==> src/logic/bssp_pkg.sv <==
// constants shared by the buffered synchronous serial port
// assumes apb byte addresses, 32-bit data, one register per word
package bssp_pkg;
    // ------------------------------------------------------------
    // register indices (byte address is four times the index)
    // ------------------------------------------------------------
    localparam logic [11:0] IDX_CTRL_ONE   = 12'h020;
    localparam logic [11:0] IDX_CTRL_TWO   = 12'h021;
    localparam logic [11:0] IDX_STATE      = 12'h027;
    localparam logic [11:0] IDX_BUF_FIRST  = 12'hFF8;
    localparam logic [11:0] IDX_BUF_LAST   = 12'hFFF;
    // ------------------------------------------------------------
    // control one fields
    // ------------------------------------------------------------
    localparam int          C1_START_BIT   = 7;
    localparam int          C1_MODE_LSB    = 3;
    localparam int          C1_CLK_LSB     = 0;
    localparam logic [2:0]  CLK_EXTERNAL   = 3'h7;
    // ------------------------------------------------------------
    // control two fields
    // ------------------------------------------------------------
    localparam int          C2_LOWDIV_BIT  = 6;
    localparam int          C2_HIGHDIV_BIT = 5;
    localparam int          C2_WAIT_LSB    = 3;
    localparam int          C2_COUNT_LSB   = 0;
    // ------------------------------------------------------------
    // status layout and reset values
    // ------------------------------------------------------------
    localparam int          ST_ACTIVE_BIT  = 7;
    localparam int          ST_SHIFT_BIT   = 6;
    localparam logic [5:0]  ST_UNUSED      = 6'h3F;
    localparam logic [7:0]  CTRL_RESET     = 8'h00;
    // ------------------------------------------------------------
    // transfer modes
    // ------------------------------------------------------------
    typedef enum logic [2:0] {
        MODE_TX4   = 3'b000,
        MODE_TX8   = 3'b001,
        MODE_RX4   = 3'b010,
        MODE_RX8   = 3'b011,
        MODE_TXRX8 = 3'b101
    } bssp_mode_t;
    // ------------------------------------------------------------
    // clock divider exponents and wait lengths
    // ------------------------------------------------------------
    localparam logic [3:0]  EXP_RATE0      = 4'hD;
    localparam logic [3:0]  EXP_RATE1      = 4'h8;
    localparam logic [3:0]  EXP_RATE2      = 4'h6;
    localparam logic [3:0]  EXP_RATE3      = 4'h5;
    localparam logic [3:0]  SLOW_HALF_MASK = 4'hF;
    localparam logic [4:0]  WAIT_BASE      = 5'h02;
endpackage : bssp_pkg

==> src/logic/bssp_top.sv <==
// buffered clocked serial port with eight-word buffer and apb registers
// assumes pins are synchronous to pclk and slow_tick is a one-cycle
// enable at the low-frequency source rate
`timescale 1ns/100ps

// What this block does
// - eight-word buffer moves up to 64 bits without software between words
// - transmit-only leaves input free; receive-only never drives output pin
// - three-bit word count in control two; buffer at eight data addresses
// - after counted words: buffer empty in transmit, full otherwise
// - internal 8-bit receive or duplex inserts selectable wait per word
// - status bit7 transfer active, bit6 shifting, low bits read one
// - three-bit clock select picks internal rate or external clock pin
// - internal rate from high or low source by divider settings
// - internal clock drives clock pin high when a transfer starts
// - internal clock halts and holds shifting while software lags
// - outgoing bits change on falling edge of the clock pin
// - incoming bits are captured on rising edge of the clock pin
// - 4-bit mode shifts low nibble, received upper nibble is zero
// - every word moves least significant bit first
// - three-bit mode field picks transmit, receive or duplex and size
// - start bit begins transfer; transmit data loaded beforehand
// - clearing start finishes current word; its end stores it when receiving and clears active
module bssp_top (
    // ------------------------------------------------------------
    // clock and reset
    // ------------------------------------------------------------
    input  wire logic        pclk,
    input  wire logic        presetn,
    // ------------------------------------------------------------
    // apb slave
    // ------------------------------------------------------------
    input  wire logic        psel,
    input  wire logic        penable,
    input  wire logic        pwrite,
    input  wire logic [15:0] paddr,
    input  wire logic [31:0] pwdata,
    output logic      [31:0] prdata,
    output logic             pready,
    output logic             pslverr,
    // ------------------------------------------------------------
    // low-frequency source enable
    // ------------------------------------------------------------
    input  wire logic        slow_tick,
    // ------------------------------------------------------------
    // serial pins
    // ------------------------------------------------------------
    input  wire logic        serial_in_pin,
    output logic             serial_out_pin,
    output logic             serial_out_oe,
    input  wire logic        serial_clock_in,
    output logic             serial_clock_out,
    output logic             serial_clock_oe,
    // ------------------------------------------------------------
    // event
    // ------------------------------------------------------------
    output logic             buffer_event_irq
);
    // ------------------------------------------------------------
    // declarations
    // ------------------------------------------------------------
    typedef enum logic [2:0] {
        ST_IDLE  = 3'b000,
        ST_LOAD  = 3'b001,
        ST_SHIFT = 3'b010,
        ST_GAP   = 3'b011,
        ST_HOLD  = 3'b100
    } bssp_state_t;

    bssp_state_t      state;
    logic [7:0]       data_buffer_area [8];
    logic [7:0]       serial_control_one;
    logic [7:0]       serial_control_two;
    logic [7:0]       shreg;
    logic [2:0]       bit_cnt;
    logic [2:0]       word_idx;
    logic [15:0]      div_cnt;
    logic [3:0]       slow_cnt;
    logic [4:0]       gap_cnt;
    logic             clk_prev;
    logic             svc_wr;
    logic             svc_rd;
    logic             transfer_active_flag;
    logic             shift_active_flag;

    logic             start_stop_bit;
    logic [2:0]       transfer_mode_select;
    logic [2:0]       clk_sel;
    logic             ext_clk;
    logic             is_tx;
    logic             is_rx;
    logic             four_bit;
    logic [2:0]       last_bit;
    logic             half_tick;
    logic             fall_ev;
    logic             rise_ev;
    logic             word_end;
    logic             apb_done;
    logic [11:0]      reg_idx;
    logic             hit_buf;
    logic             mapped;
    logic             serviced;
    logic [3:0]       rate_exp;

    // ------------------------------------------------------------
    // decode helpers
    // ------------------------------------------------------------
    // all low bits below the half-period exponent set
    function automatic logic tick_at(input logic [15:0] cnt,
                                     input logic [3:0]  e);
        logic [15:0] mask;
        mask    = 16'(16'h0001 << (e - 4'h1)) - 16'h0001;
        tick_at = (cnt & mask) == mask;
    endfunction : tick_at

    function automatic logic in_buf(input logic [11:0] idx);
        in_buf = idx >= bssp_pkg::IDX_BUF_FIRST
              && idx <= bssp_pkg::IDX_BUF_LAST;
    endfunction : in_buf

    assign start_stop_bit       = serial_control_one[bssp_pkg::C1_START_BIT];
    assign transfer_mode_select =
        serial_control_one[bssp_pkg::C1_MODE_LSB +: 3];
    assign clk_sel   = serial_control_one[bssp_pkg::C1_CLK_LSB +: 3];
    assign ext_clk   = clk_sel == bssp_pkg::CLK_EXTERNAL;
    assign is_tx     = transfer_mode_select != 3'(bssp_pkg::MODE_RX4)
                    && transfer_mode_select != 3'(bssp_pkg::MODE_RX8);
    assign is_rx     = transfer_mode_select != 3'(bssp_pkg::MODE_TX4)
                    && transfer_mode_select != 3'(bssp_pkg::MODE_TX8);
    assign four_bit  = transfer_mode_select == 3'(bssp_pkg::MODE_TX4)
                    || transfer_mode_select == 3'(bssp_pkg::MODE_RX4);
    assign last_bit  = four_bit ? 3'h3 : 3'h7;

    // ------------------------------------------------------------
    // internal rate selection
    // ------------------------------------------------------------
    always_comb begin
        unique case (clk_sel[1:0])
            2'b00:   rate_exp = bssp_pkg::EXP_RATE0;
            2'b01:   rate_exp = bssp_pkg::EXP_RATE1;
            2'b10:   rate_exp = bssp_pkg::EXP_RATE2;
            2'b11:   rate_exp = bssp_pkg::EXP_RATE3;
        endcase
        // high divider doubles the period
        rate_exp = rate_exp
                 + {3'h0, serial_control_two[bssp_pkg::C2_HIGHDIV_BIT]};
    end

    // slowest rate may run from the low-frequency source instead
    assign half_tick = (clk_sel[1:0] == 2'b00
                        && serial_control_two[bssp_pkg::C2_LOWDIV_BIT])
                     ? (slow_tick && slow_cnt == bssp_pkg::SLOW_HALF_MASK)
                     : tick_at(div_cnt, rate_exp);

    always_ff @(posedge pclk or negedge presetn) begin
        if (!presetn) begin
            div_cnt  <= 16'h0000;
            slow_cnt <= 4'h0;
        end else begin
            div_cnt <= div_cnt + 16'h0001;
            if (slow_tick) begin
                slow_cnt <= slow_cnt + 4'h1;
            end
        end
    end

    // ------------------------------------------------------------
    // serial clock edges
    // ------------------------------------------------------------
    // external pin is taken as synchronous; one stage finds edges
    always_ff @(posedge pclk or negedge presetn) begin
        if (!presetn) begin
            clk_prev <= 1'b1;
        end else begin
            clk_prev <= serial_clock_in;
        end
    end

    always_comb begin
        fall_ev = 1'b0;
        rise_ev = 1'b0;
        if (state == ST_SHIFT) begin
            if (ext_clk) begin
                fall_ev = clk_prev && !serial_clock_in;
                rise_ev = !clk_prev && serial_clock_in;
            end else if (half_tick) begin
                fall_ev = serial_clock_out;
                rise_ev = !serial_clock_out;
            end
        end
    end

    assign word_end = rise_ev && bit_cnt == last_bit;

    // ------------------------------------------------------------
    // apb decode
    // ------------------------------------------------------------
    assign reg_idx  = paddr[13:2];
    assign hit_buf  = in_buf(reg_idx) && paddr[15:14] == 2'b00;
    assign mapped   = hit_buf || (paddr[15:14] == 2'b00
                      && (reg_idx == bssp_pkg::IDX_CTRL_ONE
                       || reg_idx == bssp_pkg::IDX_CTRL_TWO
                       || reg_idx == bssp_pkg::IDX_STATE));
    assign apb_done = psel && penable && pready;

    // one wait state keeps read data registered
    always_ff @(posedge pclk or negedge presetn) begin
        if (!presetn) begin
            pready  <= 1'b0;
            pslverr <= 1'b0;
            prdata  <= 32'h0000_0000;
        end else begin
            pready  <= psel && penable && !pready;
            pslverr <= psel && penable && !pready && !mapped;
            prdata  <= 32'h0000_0000;
            if (psel && penable && !pready && !pwrite) begin
                if (hit_buf) begin
                    prdata[7:0] <= data_buffer_area[reg_idx[2:0]];
                end else if (reg_idx == bssp_pkg::IDX_CTRL_ONE) begin
                    prdata[7:0] <= serial_control_one;
                end else if (reg_idx == bssp_pkg::IDX_CTRL_TWO) begin
                    prdata[7:0] <= serial_control_two;
                end else if (reg_idx == bssp_pkg::IDX_STATE) begin
                    prdata[7:0] <= {transfer_active_flag,
                                    shift_active_flag,
                                    bssp_pkg::ST_UNUSED};
                end
            end
        end
    end

    always_ff @(posedge pclk or negedge presetn) begin
        if (!presetn) begin
            serial_control_one <= bssp_pkg::CTRL_RESET;
            serial_control_two <= bssp_pkg::CTRL_RESET;
        end else if (apb_done && pwrite
                     && paddr[15:14] == 2'b00) begin
            if (reg_idx == bssp_pkg::IDX_CTRL_ONE) begin
                serial_control_one <= pwdata[7:0];
            end
            // count changes mid-transfer are not guarded
            if (reg_idx == bssp_pkg::IDX_CTRL_TWO) begin
                serial_control_two <= pwdata[7:0];
            end
        end
    end

    // ------------------------------------------------------------
    // service tracking for the automatic wait
    // ------------------------------------------------------------
    // a new access wins over the clear on leaving the wait
    // idle clears too: preloads belong to the first burst
    always_ff @(posedge pclk or negedge presetn) begin
        if (!presetn) begin
            svc_wr <= 1'b0;
            svc_rd <= 1'b0;
        end else begin
            if (apb_done && hit_buf && pwrite) begin
                svc_wr <= 1'b1;
            end else if (state == ST_IDLE
                         || (state == ST_HOLD && serviced)) begin
                svc_wr <= 1'b0;
            end
            if (apb_done && hit_buf && !pwrite) begin
                svc_rd <= 1'b1;
            end else if (state == ST_IDLE
                         || (state == ST_HOLD && serviced)) begin
                svc_rd <= 1'b0;
            end
        end
    end

    // duplex needs both a read and a write before resuming
    assign serviced = (!is_tx || svc_wr) && (!is_rx || svc_rd);

    // ------------------------------------------------------------
    // transfer sequencer
    // ------------------------------------------------------------
    always_ff @(posedge pclk or negedge presetn) begin
        if (!presetn) begin
            state                <= ST_IDLE;
            word_idx             <= 3'h0;
            bit_cnt              <= 3'h0;
            gap_cnt              <= 5'h00;
            buffer_event_irq     <= 1'b0;
            transfer_active_flag <= 1'b0;
            shift_active_flag    <= 1'b0;
        end else begin
            buffer_event_irq <= 1'b0;
            unique case (state)
                ST_IDLE: begin
                    word_idx <= 3'h0;
                    if (start_stop_bit) begin
                        transfer_active_flag <= 1'b1;
                        state                <= ST_LOAD;
                    end
                end
                ST_LOAD: begin
                    bit_cnt           <= 3'h0;
                    shift_active_flag <= 1'b1;
                    state             <= ST_SHIFT;
                end
                ST_SHIFT: begin
                    if (rise_ev) begin
                        bit_cnt <= bit_cnt + 3'h1;
                    end
                    if (word_end) begin
                        shift_active_flag <= 1'b0;
                        word_idx          <= word_idx + 3'h1;
                        if (!start_stop_bit) begin
                            state                <= ST_IDLE;
                            transfer_active_flag <= 1'b0;
                        end else if (word_idx == serial_control_two[
                                 bssp_pkg::C2_COUNT_LSB +: 3]) begin
                            buffer_event_irq <= 1'b1;
                            word_idx         <= 3'h0;
                            state            <= ext_clk ? ST_LOAD
                                                        : ST_HOLD;
                        end else if (!ext_clk && !four_bit
                                     && is_rx) begin
                            gap_cnt <= 5'(bssp_pkg::WAIT_BASE
                                       << serial_control_two[
                                       bssp_pkg::C2_WAIT_LSB +: 2]);
                            state   <= ST_GAP;
                        end else begin
                            state <= ST_LOAD;
                        end
                    end
                end
                ST_GAP: begin
                    if (half_tick) begin
                        gap_cnt <= gap_cnt - 5'h01;
                        if (gap_cnt == 5'h01) begin
                            state <= ST_LOAD;
                        end
                    end
                end
                ST_HOLD: begin
                    // clock stays stopped until software catches up
                    if (!start_stop_bit) begin
                        state                <= ST_IDLE;
                        transfer_active_flag <= 1'b0;
                    end else if (serviced) begin
                        state <= ST_LOAD;
                    end
                end
                default: begin
                    state <= ST_IDLE;
                end
            endcase
        end
    end

    // ------------------------------------------------------------
    // shift register and buffer
    // ------------------------------------------------------------
    always_ff @(posedge pclk or negedge presetn) begin
        if (!presetn) begin
            shreg <= 8'h00;
        end else if (state == ST_LOAD) begin
            shreg <= data_buffer_area[word_idx];
        end else if (rise_ev) begin
            // capture enters at the top of the active width
            if (four_bit) begin
                shreg <= {4'h0, serial_in_pin, shreg[3:1]};
            end else begin
                shreg <= {serial_in_pin, shreg[7:1]};
            end
        end
    end

    always_ff @(posedge pclk or negedge presetn) begin
        if (!presetn) begin
            for (int i = 0; i < 8; i++) begin
                data_buffer_area[i] <= 8'h00;
            end
        end else if (word_end && is_rx) begin
            // the word just completed, upper nibble cleared in 4-bit
            if (four_bit) begin
                data_buffer_area[word_idx] <= {4'h0, serial_in_pin,
                                               shreg[3:1]};
            end else begin
                data_buffer_area[word_idx] <= {serial_in_pin,
                                               shreg[7:1]};
            end
        end else if (apb_done && pwrite && hit_buf) begin
            data_buffer_area[reg_idx[2:0]] <= pwdata[7:0];
        end
    end

    // ------------------------------------------------------------
    // serial pins
    // ------------------------------------------------------------
    always_ff @(posedge pclk or negedge presetn) begin
        if (!presetn) begin
            serial_clock_out <= 1'b1;
            serial_clock_oe  <= 1'b0;
            serial_out_pin   <= 1'b1;
            serial_out_oe    <= 1'b0;
        end else begin
            serial_clock_oe <= transfer_active_flag && !ext_clk;
            serial_out_oe   <= transfer_active_flag && is_tx;
            if (state == ST_IDLE || state == ST_LOAD) begin
                serial_clock_out <= 1'b1;
            end else if (!ext_clk && state == ST_SHIFT && half_tick) begin
                serial_clock_out <= !serial_clock_out;
            end
            // previous bit held until the falling edge
            if (fall_ev && is_tx) begin
                serial_out_pin <= shreg[0];
            end
        end
    end
endmodule : bssp_top

==> config.mk <==
export PLATFORM = sky130hd
export DESIGN_NAME = bssp_top
export DESIGN_NICKNAME = d
export VERILOG_FILES = /design/src/logic/bssp_pkg.sv /design/src/logic/bssp_top.sv
export SDC_FILE = /design/constraint.sdc
export NUM_CORES = 1
export LEC_CHECK = 0
export BUFFER_PORTS_ARGS = -buffer_cell sky130_fd_sc_hd__buf_4
export CELL_PAD_IN_SITES_DETAIL_PLACEMENT = 0
export CELL_PAD_IN_SITES_GLOBAL_PLACEMENT = 1
export CORE_ASPECT_RATIO = 0.75
export CORE_MARGIN = 3
export CORE_UTILIZATION = 47
export CTS_CLUSTER_SIZE = 24
export DETAILED_ROUTE_END_ITERATION = 7
export PLACE_DENSITY_LB_ADDON = 0.08
export RECOVER_POWER = 50
export SYNTH_ARGS = -nofsm -noshare
export SYNTH_HDL_FRONTEND = slang
export SYNTH_SLANG_ARGS = --single-unit
==> constraint.sdc <==
create_clock -name pclk -period 6.1 [get_ports pclk]
set_input_delay 1.22 -clock pclk [delete_from_list [all_inputs] [get_ports pclk]]
set_output_delay 1.22 -clock pclk [all_outputs]
set_load 0.03 [all_outputs]
==> results of run 1 <==
## Yosys cell counts (8+ instances only)
master    count  share of area
or3_1        24          0.017
mux2_2       16          0.020
mux4_2       18          0.046
nand2_1      73          0.031
nor3_1       14         0.0079
o211ai_1      8         0.0068
xnor2_1      14          0.014
a21oi_1      29          0.016
nor2b_1       8         0.0057
buf_2        11         0.0062
xor2_1       13          0.013
buf_4        26          0.022
ha_1         15          0.021
clkbuf_1     33          0.014
inv_1        27          0.011
o221a_2      35          0.045
nor2_1       45          0.019
o21ai_0      29          0.016
o22ai_1       9         0.0064
a22oi_1      13          0.011
o221a_1      30          0.038
nand3_1      63          0.036
dfrtp_1     138           0.39
or2_1         8         0.0057
mux2i_1      25          0.028
buf_1         9         0.0038
and2_1       19          0.013
## kinds of logic after synthesis
family                   after synthesis
AO/OA/AOI/OAI                        211
multiplexers                          67
flip-flops                           141
adder cells (fa/ha/maj)               16
buffers and inverters                113
other                                  1
XOR/XNOR                              27
AND/OR/NAND/NOR                      305
## through the flow
stage,std cells,power (mW),instance area [µm²],setup slack [ps]
2_1_floorplan,904,1.287,8901,1749
3_5_place_dp,1118,1.397,9160,655.2
3_3_place_gp,1118,1.387,9160,689.6
5_1_grt,1149,2.568,9709,262.6
4_1_cts,1149,2.478,9768,631.9
6_report,1149,2.459,9709,550.7
## final timing paths
path / from / to / slack (ps) / cells after the start
worst max-delay path: serial_control_one[0] / data_buffer_area[21] / 550 / 15
worst max register to register: serial_control_one[0] / data_buffer_area[21] / 550 / 15
min in group asynchronous: presetn / slow_cnt[0] / 2480 / 1
worst min register to register: slow_cnt[3] / slow_cnt[3] / 480 / 1
max in group asynchronous: presetn / data_buffer_area[42] / 1160 / 1
worst min-delay path: slow_cnt[3] / slow_cnt[3] / 480 / 1
## worst max-delay path, delay by kind of cell, from the launching register on
family / cells / cell delay (ps)
buffers and inverters: 2 / 310
multiplexers: 1 / 600
adder cells (fa/ha/maj): 5 / 1860
AND/OR/NAND/NOR: 4 / 1240
AO/OA/AOI/OAI: 3 / 1030
flip-flops: 1 / 420
## flip-flops by register name, summed over array words and instances, names as in the netlist, 3 cells and up
register            flops
bit_cnt                 3
word_idx                3
slow_cnt                4
shreg                   8
serial_control_one      8
data_buffer_area       64
gap_cnt                 5
serial_control_two      8
prdata                  8
state                   3
div_cnt                15
## power by group
part,internal (mW),switching (mW)
clock network,0.670,0.406
registers,0.994,0.0843
logic,0.107,0.198
total,1.77,0.688
## per-layer routing
metal / wire length (µm) / up-vias / GRT usage
met5: 11 / - / 0
met2: 10850 / 360 / 0.3461
met3: 2388 / 47 / 0.07048
met1: 12220 / 3660 / 0.3968
li1: - / 3295 / -
met4: 552 / 2 / 0.08503
## cell type report
cell class	instances	area [µm²]
tap	242	302.8
multi-input combinational	650	4788
timing repair buffer	57	372.9
fill	1597	8315
sequential	141	3532
clock buffer	20	466.7
clock inverter	11	141.4
inverter	28	105.1
==> results by group, run 1 <==
Status
  – Status: finished, violations left
  – Violated checks: max-capacitance violations, max-slew violations

Yosys
  – EDFF count, synth: 0
  – Async S/R FF share, synth: 1.000
  – Synth Area in XOR/XNOR: 0.02683
  – Simple-gate portion of the synthesized area: 0.1766
  – Post-Synth Adder-Cell Area: 0.02243
  – Mapped Cells: 881
  – Yosys reg bits: approximately 140
  – Post-synthesis mux area share: 0.1123
  – Avg Inst Size Synth: roughly 10 µm²
  – Synth Warn #: 0
  – Distinct cells, synth: just under 80
  – Largest family of logic cells by synthesized area: compound AO/OA/AOI/OAI gates
  – Post-synth top flop: dfrtp_1
  – Fraction of the mapped netlist area in compound gates: 0.1942
  – Synthesized area: between 8000 and 9000 µm²
  – Sequential cell area fraction in the yosys report: 0.4007

Routing
  – Vias: roughly 7.4k
  – # DRC: 0
  – Routed Antenna Nets: 0
  – Total Wirelength: around 26 mm
  – DRT Pass-1 Iters: 5
  – First DRT Iteration DRCs: between 800 and 900
  – Routed vias/inst: around 6.4
  – WL/cell: roughly 23 µm

Timing
  – Worst-margin pin slew: 4321 ps
  – Highest Clock Rate: 180.2 MHz
  – Final setup viols: 0
  – Hold Violations, Final: 0
  – Tmin final: approximately 5500 ps
  – Post-route clock period utilization: 0.9097
  – Hold Slack: ~480 ps
  – Final slew viol count: a little under 100
  – Slew Limit Headroom: -1.880
  – Setup tns final: 0 ps
  – Unrepaired setup endpoints after global routing: no
  – Clock Skews: around 12 ps

Global routing
  – Antenna violations before repair: 1
  – Vias in the first global route: just under 7k
  – Largest net degree at the start of global routing: between 90 and 100
  – GR Overflow Total: 0
  – GR Util All Layers: 0.2577
  – First-pass GRT wire length: roughly 41 mm

Clock network
  – Clk_lat worst skew: roughly 430 ps
  – Sink Count: 141
  – CTS buffer count: 17
  – Clk slew on worst S/H paths: roughly 60 ps
  – CTS tree: built
  – Root Buffer: clkbuf_16
  – Gates resized, CTS repair: 0
  – Post-CTS setup buffer count: 0
  – H-tree levels: 4
  – CTS Hold Bufs: 0
  – Max clock buf depth: 2

Critical path
  – Crit path DAT: between 5000 and 6000 ps
  – Worst-path cell chain: inv_1, ha_1, ha_1, ha_1, inv_1, or4_1, ha_1, maj3_1, o22ai_1, or4b_1, nand4_1, nor3_2, o21ba_4, mux2i_2, o221a_2
  – Critical path class: reg2reg
  – CP Launch Type: flop
  – Top cell by count, worst path: ha_1
  – CP endpoint kind: flop
  – Max incr delay on CP: roughly 600 ps
  – Crit-path max FO: 32
  – Slowest CP cell: mux2i_2
  – CP Data Required Time: 6460 ps

Layout
  – Finished Core Util: 0.5387
  – Share of layout cells above drive strength 1: 0.1863
  – Layout area overhead: 10.15%
  – Highest-count cells in the layout ignoring fill and taps: dfrtp_1, nand2_1, nand3_1, nor2_1, buf_4
  – Most common cell after layout, fill and taps aside: dfrtp_1
  – Final nets: between 900 and 1k
  – Antenna diode count: 0

Floorplan
  – Die W: between 150 and 200 µm
  – Num ports: 95
  – DIE AREA: 20450 µm²
  – Starting Density: 0.4890
  – Vert. Die Dim: about 120 µm
  – Placeable Area: 18020 µm²
  – Cell Rows: 42

Flow run
  – Total of max-cap violations: 1

Placement
  – HPWL reported at the end of detailed placement: about 19 mm
  – Final Wtd Congestion: around 0.90
  – PortBufs: 44

Pwr
  – Pwr Density: 253.2 nW/µm²
  – Peak VDD IR: between 100 and 150 µV
  – Lkg Pwr: ~4.0 nW

Min path
  – Type of the tightest min-delay check: reg2reg
Power figures use the tool's default switching activity.
==> run 2, diff against run 1 <==
- ABC_AREA: unset -> 1
- CORE_UTILIZATION: 47 -> 44
==> run 2 against run 1 <==
The run still ends with max-capacitance violations, max-slew violations left. Total power is 14% higher. Area after synthesis is 10% higher. Sequential share of layout area is 3.7 points lower. Synthesized cell count is 59% higher. Routed wire length is 28% higher. Largest power group is now the clock network.
==> results by group, run 2 <==
Yosys
  – Sequential cell area fraction in the yosys report: 0.3635 (-0.03725)
  – Mapped Cells: 1401 (+59%)
  – Area contributors post-synth: dfrtp_1, nand2_1, nor2_1
  – Area leader, netlist: dfrtp_1
  – Synthesized area: 9718 µm² (+10%)
  – EDFF count, synth: 0 (unchanged)
  – Most frequent cells after synthesis: nand2_1, nor2_1, dfrtp_1, nand3_1, inv_1
  – Synth Warn #: 0 (unchanged)
  – Distinct cells, synth: 53 (-31%)
  – Yosys reg bits: 141 (unchanged)
  – Async S/R FF share, synth: 1.000 (unchanged)
  – Share of the synthesized area in the top cell type: 0.3553 (-0.03642)
  – Avg Inst Size Synth: 6.937 µm² (-31%)
  – Post-synth top flop: dfrtp_1
  – Most frequent cell after synthesis: nand2_1

Pwr
  – Total Power: 2.815 mW (+14%)
  – Int Power: 1.837 mW (+3.7%)
  – Switching share of power: 0.3473 (+0.06765)
  – Pwr Density: 260.4 nW/µm² (+2.8%)
  – Flop pwr share: 0.375 (-0.064)
  – Comb pwr share: 0.220 (+0.096)
  – Peak VDD IR: 192.1 µV (+32%)
  – NetSw: 0.9776 mW (+42%)
  – Clk pwr share: 0.405 (-0.033)
  – Lkg Pwr: 5.068 nW (+25%)

Global routing
  – Largest net degree at the start of global routing: 61 (-38%)
  – First-pass GRT wire length: 51.74 mm (+26%)
  – Antenna violations before repair: 0 (-1)
  – GR Overflow Total: 0 (unchanged)
  – GR Util All Layers: 0.2807 (+0.02303)
  – Vias in the first global route: 8745 (+26%)

Critical path
  – Crit path DAT: 5420 ps (-490 ps)
  – Crit path launch: serial_control_one[0]
  – Worst Reg-to-Reg Cells: 23 (+8)
  – Critical path class: reg2reg
  – Worst setup endpoint: data_buffer_area[3]
  – CP Data Required Time: 6420 ps (-40 ps)
  – CP Launch Type: flop
  – RR Endpoint: data_buffer_area[3]
  – Reg2Reg Setup Slack: 1010 ps (+450 ps)
  – Crit-path max FO: 29 (-9.4%)
  – CP endpoint kind: flop
  – R2r startpoint: serial_control_one[0]

Clock network
  – CTS Hold Bufs: 0 (unchanged)
  – Clk slew on worst S/H paths: 70 ps (about the same)
  – CTS tree: built
  – Max clock buf depth: 2 (unchanged)
  – Post-CTS setup buffer count: 0 (unchanged)
  – CTS buffer count: 17 (unchanged)
  – H-tree levels: 4 (unchanged)
  – Clk_lat worst skew: 440 ps (about the same)
  – Gates resized, CTS repair: 0 (unchanged)
  – Root Buffer: clkbuf_16
  – Sink Count: 141 (unchanged)

Layout
  – Biggest regs: data_buffer_area (64), div_cnt (15)
  – Layout area overhead: 11.21%
  – Antenna diode count: 0 (unchanged)
  – Largest Register: data_buffer_area
  – Final Cell Area: 10810 µm² (+11%)
  – Share of layout cells above drive strength 1: 0.09707 (-0.08926)
  – Most common cell after layout, fill and taps aside: nand2_1
  – Highest-count cells in the layout ignoring fill and taps: nand2_1, nor2_1, dfrtp_1, nand3_1, inv_1
  – Finished Core Util: 0.5048 (-0.03387)
  – Max FFs per register: 64 (unchanged)
  – Final nets: 1490 (+54%)
  – Post-Layout Cell Count: 1720 (+50%)

Placement
  – Post-placement cell count: 1688 (+51%)
  – Placed cell areas: 10200 µm² (+11%)
  – PortBufs: 44 (unchanged)
  – Final Wtd Congestion: 0.8863 (-1.0%)
  – Setup WS pre-CTS: 1147 ps (+492.2 ps)
  – HPWL reported at the end of detailed placement: 24.33 mm (+31%)

Timing
  – Final setup viols: 0 (unchanged)
  – Final slew viol count: 88 (-10%)
  – Hold Slack: 470.3 ps (-7.241 ps)
  – Hold Violations, Final: 0 (unchanged)
  – Slew Limit Headroom: -0.9970 (+0.8834)
  – Tmin final: 5095 ps (-454.7 ps)
  – Setup tns final: 0 ps (unchanged)
  – Post-route clock period utilization: 0.8352 (-0.07455)
  – Unrepaired setup endpoints after global routing: no
  – Worst-margin pin slew: 2995 ps (-1325 ps)
  – Setup ws final: 1005 ps (+454.7 ps)
  – Clock Skews: 10.91 ps (-1.528 ps)
  – Highest Clock Rate: 196.3 MHz (+8.9%)

Floorplan
  – Starting Density: 0.4539 (-0.03514)
  – DIE AREA: 23920 µm² (+17%)
  – Num ports: 95 (unchanged)
  – Die W: 177.6 µm (+8.2%)
  – Cell Rows: 46 (+9.5%)
  – Placeable Area: 21410 µm² (+19%)
  – Vert. Die Dim: 134.7 µm (+8.1%)

Routing
  – Routed vias/inst: 5.679 (-11%)
  – First DRT Iteration DRCs: 1262 (+53%)
  – Total Wirelength: 33.22 mm (+28%)
  – Vias: 9768 (+33%)
  – Routed Antenna Nets: 0 (unchanged)
  – # DRC: 0 (unchanged)
  – WL/cell: 19.31 µm (-15%)
  – DRT Pass-1 Iters: 5 (unchanged)

Flow run
  – Total of max-cap violations: 2 (+1)

Status
  – Violated checks: max-capacitance violations, max-slew violations
  – Status: finished, violations left

Min path
  – Type of the tightest min-delay check: reg2reg
  – Hold wc startpoint: div_cnt[9]
run 2: worst max-delay path, cell delays in order (launching register included):
cell and delay (ps):
dfrtp_1 450, inv_1 150, ha_1 320, ha_1 190, ha_1 490, nand2_1 140, nor2_2 170, nand2_1 100
ha_1 330, nand2_2 130, nand2_1 50, nand3b_1 70, nand2_1 50, nor2_1 150, nand3_1 250, nand2_2 190
nand2_2 90, nand2_2 100, nand4_4 440, buf_4 430, nand2_1 80, o21ai_0 280, nor2_1 220, nor2_1 70
run 2: layout make-up:
class,count,area [µm²]
inverter,135,506.7
fill,2211,10600
timing repair buffer,70,504.2
clock inverter,13,175.2
multi-input combinational,1054,5276
tap,288,360.3
clock buffer,19,452.9
sequential,141,3532
run 2: worst min path at each step:
stage / to / slack, ps / cells past startpoint
CTS: div_cnt[14] / 470 / 1
finish: div_cnt[9] / 470 / 1
global route: div_cnt[14] / 500 / 1
detailed placement: div_cnt[9] / 460 / 1
global placement: div_cnt[9] / 460 / 1
floorplan: div_cnt[0] / 440 / 1
run 2: cells by family (layout without fill, tap and decap cells):
| family | after synthesis | in the layout | synth area share |
|---|---|---|---|
| and+or+nand+nor | 796 | 796 | 0.3599 |
| buffers and inverters | 229 | 237 | 0.1039 |
| AOI/OAI and AO/OA | 195 | 195 | 0.1312 |
| DFF | 141 | 141 | 0.3635 |
| xor gates and xnor gates | 23 | 23 | 0.02073 |
| adders and majority gates | 15 | 15 | 0.01931 |
| other | 1 | 24 | 0.0003859 |
| muxes | 1 | 1 | 0.001159 |
run 2: metal layers:
metal	up-vias	track usage	share of wire
li1	4678	-	-
met1	4580	0.4716	0.50
met2	474	0.3566	0.38
met3	36	0.05902	0.10
met4	0	0.06103	0.012
met5	-	0	0
run 2: power by group through the flow:
stage	logic (mW)	clock network [mW]	registers [mW]
2_1_floorplan	0.406	0	1.07
3_3_place_gp	0.605	0	1.07
3_5_place_dp	0.606	0	1.07
4_1_cts	0.609	1.15	1.06
5_1_grt	0.680	1.19	1.07
6_report	0.619	1.14	1.06
==> run 3, diff against run 2 <==
- ABC_AREA: 1 -> 0
- CORE_UTILIZATION: 44 -> 42
- clock period: 6.1 -> 4.3 ns (I/O delays scaled with it)
==> run 3 against run 2 <==
The run still ends with max-capacitance violations, max-slew violations left. Global-route usage is 2.9 points lower. Non-clock buffer count grew 46. Sequential share of layout area up 1.0 points. Combinational power decreased by 28%. Total power up 25%. Worst setup slack got worse by 900 ps. Sequential power increased by 44%. First-iteration DRC count down 36%. Count of clock-buffer cells in the layout is 1 higher. Via count decreased by 21%. Critical path depth down 5. Utilization is 0.83 points higher. Largest power group is now sequential cells. Highest routed layer is now met5.
==> results by group, run 3 (synthesis gave the netlist of run 1 again) <==
Routing
  – WL/cell: 23.22 µm (+20%)
  – DRT Pass-1 Iters: 5 (unchanged)
  – Routed vias/inst: 6.205 (+9.3%)
  – Total Wirelength: 29.01 mm (-13%)
  – First DRT Iteration DRCs: 810 (-36%)
  – Routed Antenna Nets: 0 (unchanged)
  – # DRC: 0 (unchanged)
  – Vias: 7750 (-21%)

Floorplan
  – Die W: 173.3 µm (-2.4%)
  – Num ports: 95 (unchanged)
  – Vert. Die Dim: 131.5 µm (-2.4%)
  – Placeable Area: 20440 µm² (-4.5%)
  – Cell Rows: 45 (-2.2%)
  – Starting Density: 0.4313 (-0.02261)
  – DIE AREA: 22780 µm² (-4.8%)

Critical path
  – Slowest CP cell: or4_4
  – Worst-path cell chain: inv_1, ha_1, ha_4, ha_4, inv_1, or4_4, ha_4, maj3_1, o22ai_2, or4b_1, nand4_1, buf_4, nor3_2, o21ba_4, buf_12, mux2i_4, buf_4, o221a_2
  – Critical path class: reg2reg
  – CP Launch Type: flop
  – Reg2Reg Setup Slack: 100 ps (-900 ps)
  – Crit-path max FO: 6 (-79%)
  – Max incr delay on CP: 520 ps (+30 ps)
  – Top cell by count, worst path: ha_4
  – CP endpoint kind: flop
  – CP Data Required Time: 4660 ps (-1760 ps)
  – Crit path DAT: 4560 ps (-860 ps)

Global routing
  – GR Util All Layers: 0.2517 (-0.02899)
  – Vias in the first global route: 7427 (-15%)
  – Largest net degree at the start of global routing: 98 (+61%)
  – GR Overflow Total: 0 (unchanged)
  – First-pass GRT wire length: 44.43 mm (-14%)
  – Antenna violations before repair: 1 (+1)

Timing
  – Highest Clock Rate: 238.2 MHz (+21%)
  – Hold Slack: 481.2 ps (+10.90 ps)
  – Setup ws final: 102.3 ps (-903.1 ps)
  – Setup tns final: 0 ps (unchanged)
  – Tmin final: 4198 ps (-896.9 ps)
  – Final setup viols: 0 (unchanged)
  – Clock Skews: 14.21 ps (+3.304 ps)
  – Post-route clock period utilization: 0.9762 (+0.1410)
  – Slew Limit Headroom: -0.6837 (+0.3132)
  – Final slew viol count: 98 (+11%)
  – Hold Violations, Final: 0 (unchanged)
  – Worst-margin pin slew: 2526 ps (-469.9 ps)

Layout
  – Max FFs per register: 64 (unchanged)
  – Share of layout cells above drive strength 1: 0.2596 (+0.1625)
  – Highest-count cells in the layout ignoring fill and taps: dfrtp_1, buf_4, nand2_1, nand3_1, nor2_1
  – Layout area overhead: 18.96%
  – Antenna diode count: 0 (unchanged)
  – Most common cell after layout, fill and taps aside: dfrtp_1
  – Largest Register: data_buffer_area
  – Final nets: 1025 (-31%)
  – Biggest regs: data_buffer_area (64), div_cnt (15)
  – Post-Layout Cell Count: 1249 (-27%)

Placement
  – Final Wtd Congestion: 0.9114 (+2.8%)
  – PortBufs: 44 (unchanged)
  – Post-placement cell count: 1211 (-28%)
  – Setup WS pre-CTS: -121.7 ps (-1269 ps)
  – HPWL reported at the end of detailed placement: 20.36 mm (-16%)

Clock network
  – CTS buffer count: 17 (unchanged)
  – Clk slew on worst S/H paths: 60 ps (about the same)
  – H-tree levels: 4 (unchanged)
  – Max clock buf depth: 2 (unchanged)
  – CTS tree: built
  – Root Buffer: clkbuf_16
  – Clk_lat worst skew: 430 ps (about the same)
  – Sink Count: 141 (unchanged)
  – CTS Hold Bufs: 0 (unchanged)

Pwr
  – Lkg Pwr: 4.441 nW (-12%)
  – Total Power: 3.508 mW (+25%)
  – Peak VDD IR: 241.4 µV (+26%)
  – Pwr Density: 334.5 nW/µm² (+28%)

Min path
  – Type of the tightest min-delay check: reg2reg

Flow run
  – Total of max-cap violations: 1 (-1)

Status
  – Violated checks: max-capacitance violations, max-slew violations
  – Status: finished, violations left
==> run 3: final cells by class <==
type / instances / area (µm²)
Clock buffer: 20 / 446.7
Clock inverter: 12 / 160.2
Tap cell: 282 / 352.8
Inverter: 28 / 105.1
Multi-Input combinational cell: 650 / 4886
Fill cell: 1857 / 9952
Timing Repair Buffer: 116 / 1003
Sequential cell: 141 / 3532
==> run 3: metrics by stage <==
stage	util	area, µm²
after floorplan	-	8905
after global placement	0.4744	9696
after detailed placement	0.4744	9696
after CTS	0.5066	10350
after global routing	0.5131	10490
final	0.5131	10490
==> run 3: where the power goes <==
group          internal [mW]  total [mW]  switching (mW)
clock network          0.934        1.53           0.597
registers               1.41        1.53           0.120
logic                  0.161       0.447           0.287
total                   2.50        3.51            1.00
==> run 3: worst paths after layout <==
| path | startpoint | endpoint | depth (start not counted) |
|---|---|---|---|
| setup / recovery | serial_control_one[0] | data_buffer_area[13] | 18 |
| hold / removal | slow_cnt[3] | slow_cnt[3] | 1 |
| setup reg to reg | serial_control_one[0] | data_buffer_area[13] | 18 |
| hold reg to reg | slow_cnt[3] | slow_cnt[3] | 1 |
| max in group asynchronous | presetn | data_buffer_area[46] | 2 |
| min in group asynchronous | presetn | slow_cnt[0] | 1 |
==> run 3: critical path: cells and delay by family, from the launching register on <==
kind	cells	cell delay, ps
DFF	1	340
buffers and inverters	5	630
and+or+nand+nor	4	920
muxes	1	230
adders and majority gates	5	1300
AOI/OAI and AO/OA	3	690
==> run 3: what timing repair did <==
item / CTS / global route
cloned: 0 / 2
setup buffers: 2 / 2
resized for setup: 5 / 14
pin swaps: 1 / 10
endpoints found under the hold margin: 0 / 0
endpoints found under the setup margin: 68 / 78
==> run 3: metal layers <==
metal  part of all wire  routed length, µm  global-route usage  vias up
met4              0.019                552             0.08056        2
li1                   -                  -                   -     3409
met1               0.47              13720              0.3846     3888
met2               0.42              12060              0.3494      395
met3              0.091               2652             0.05864       56
met5            0.00055                 16                   0        -
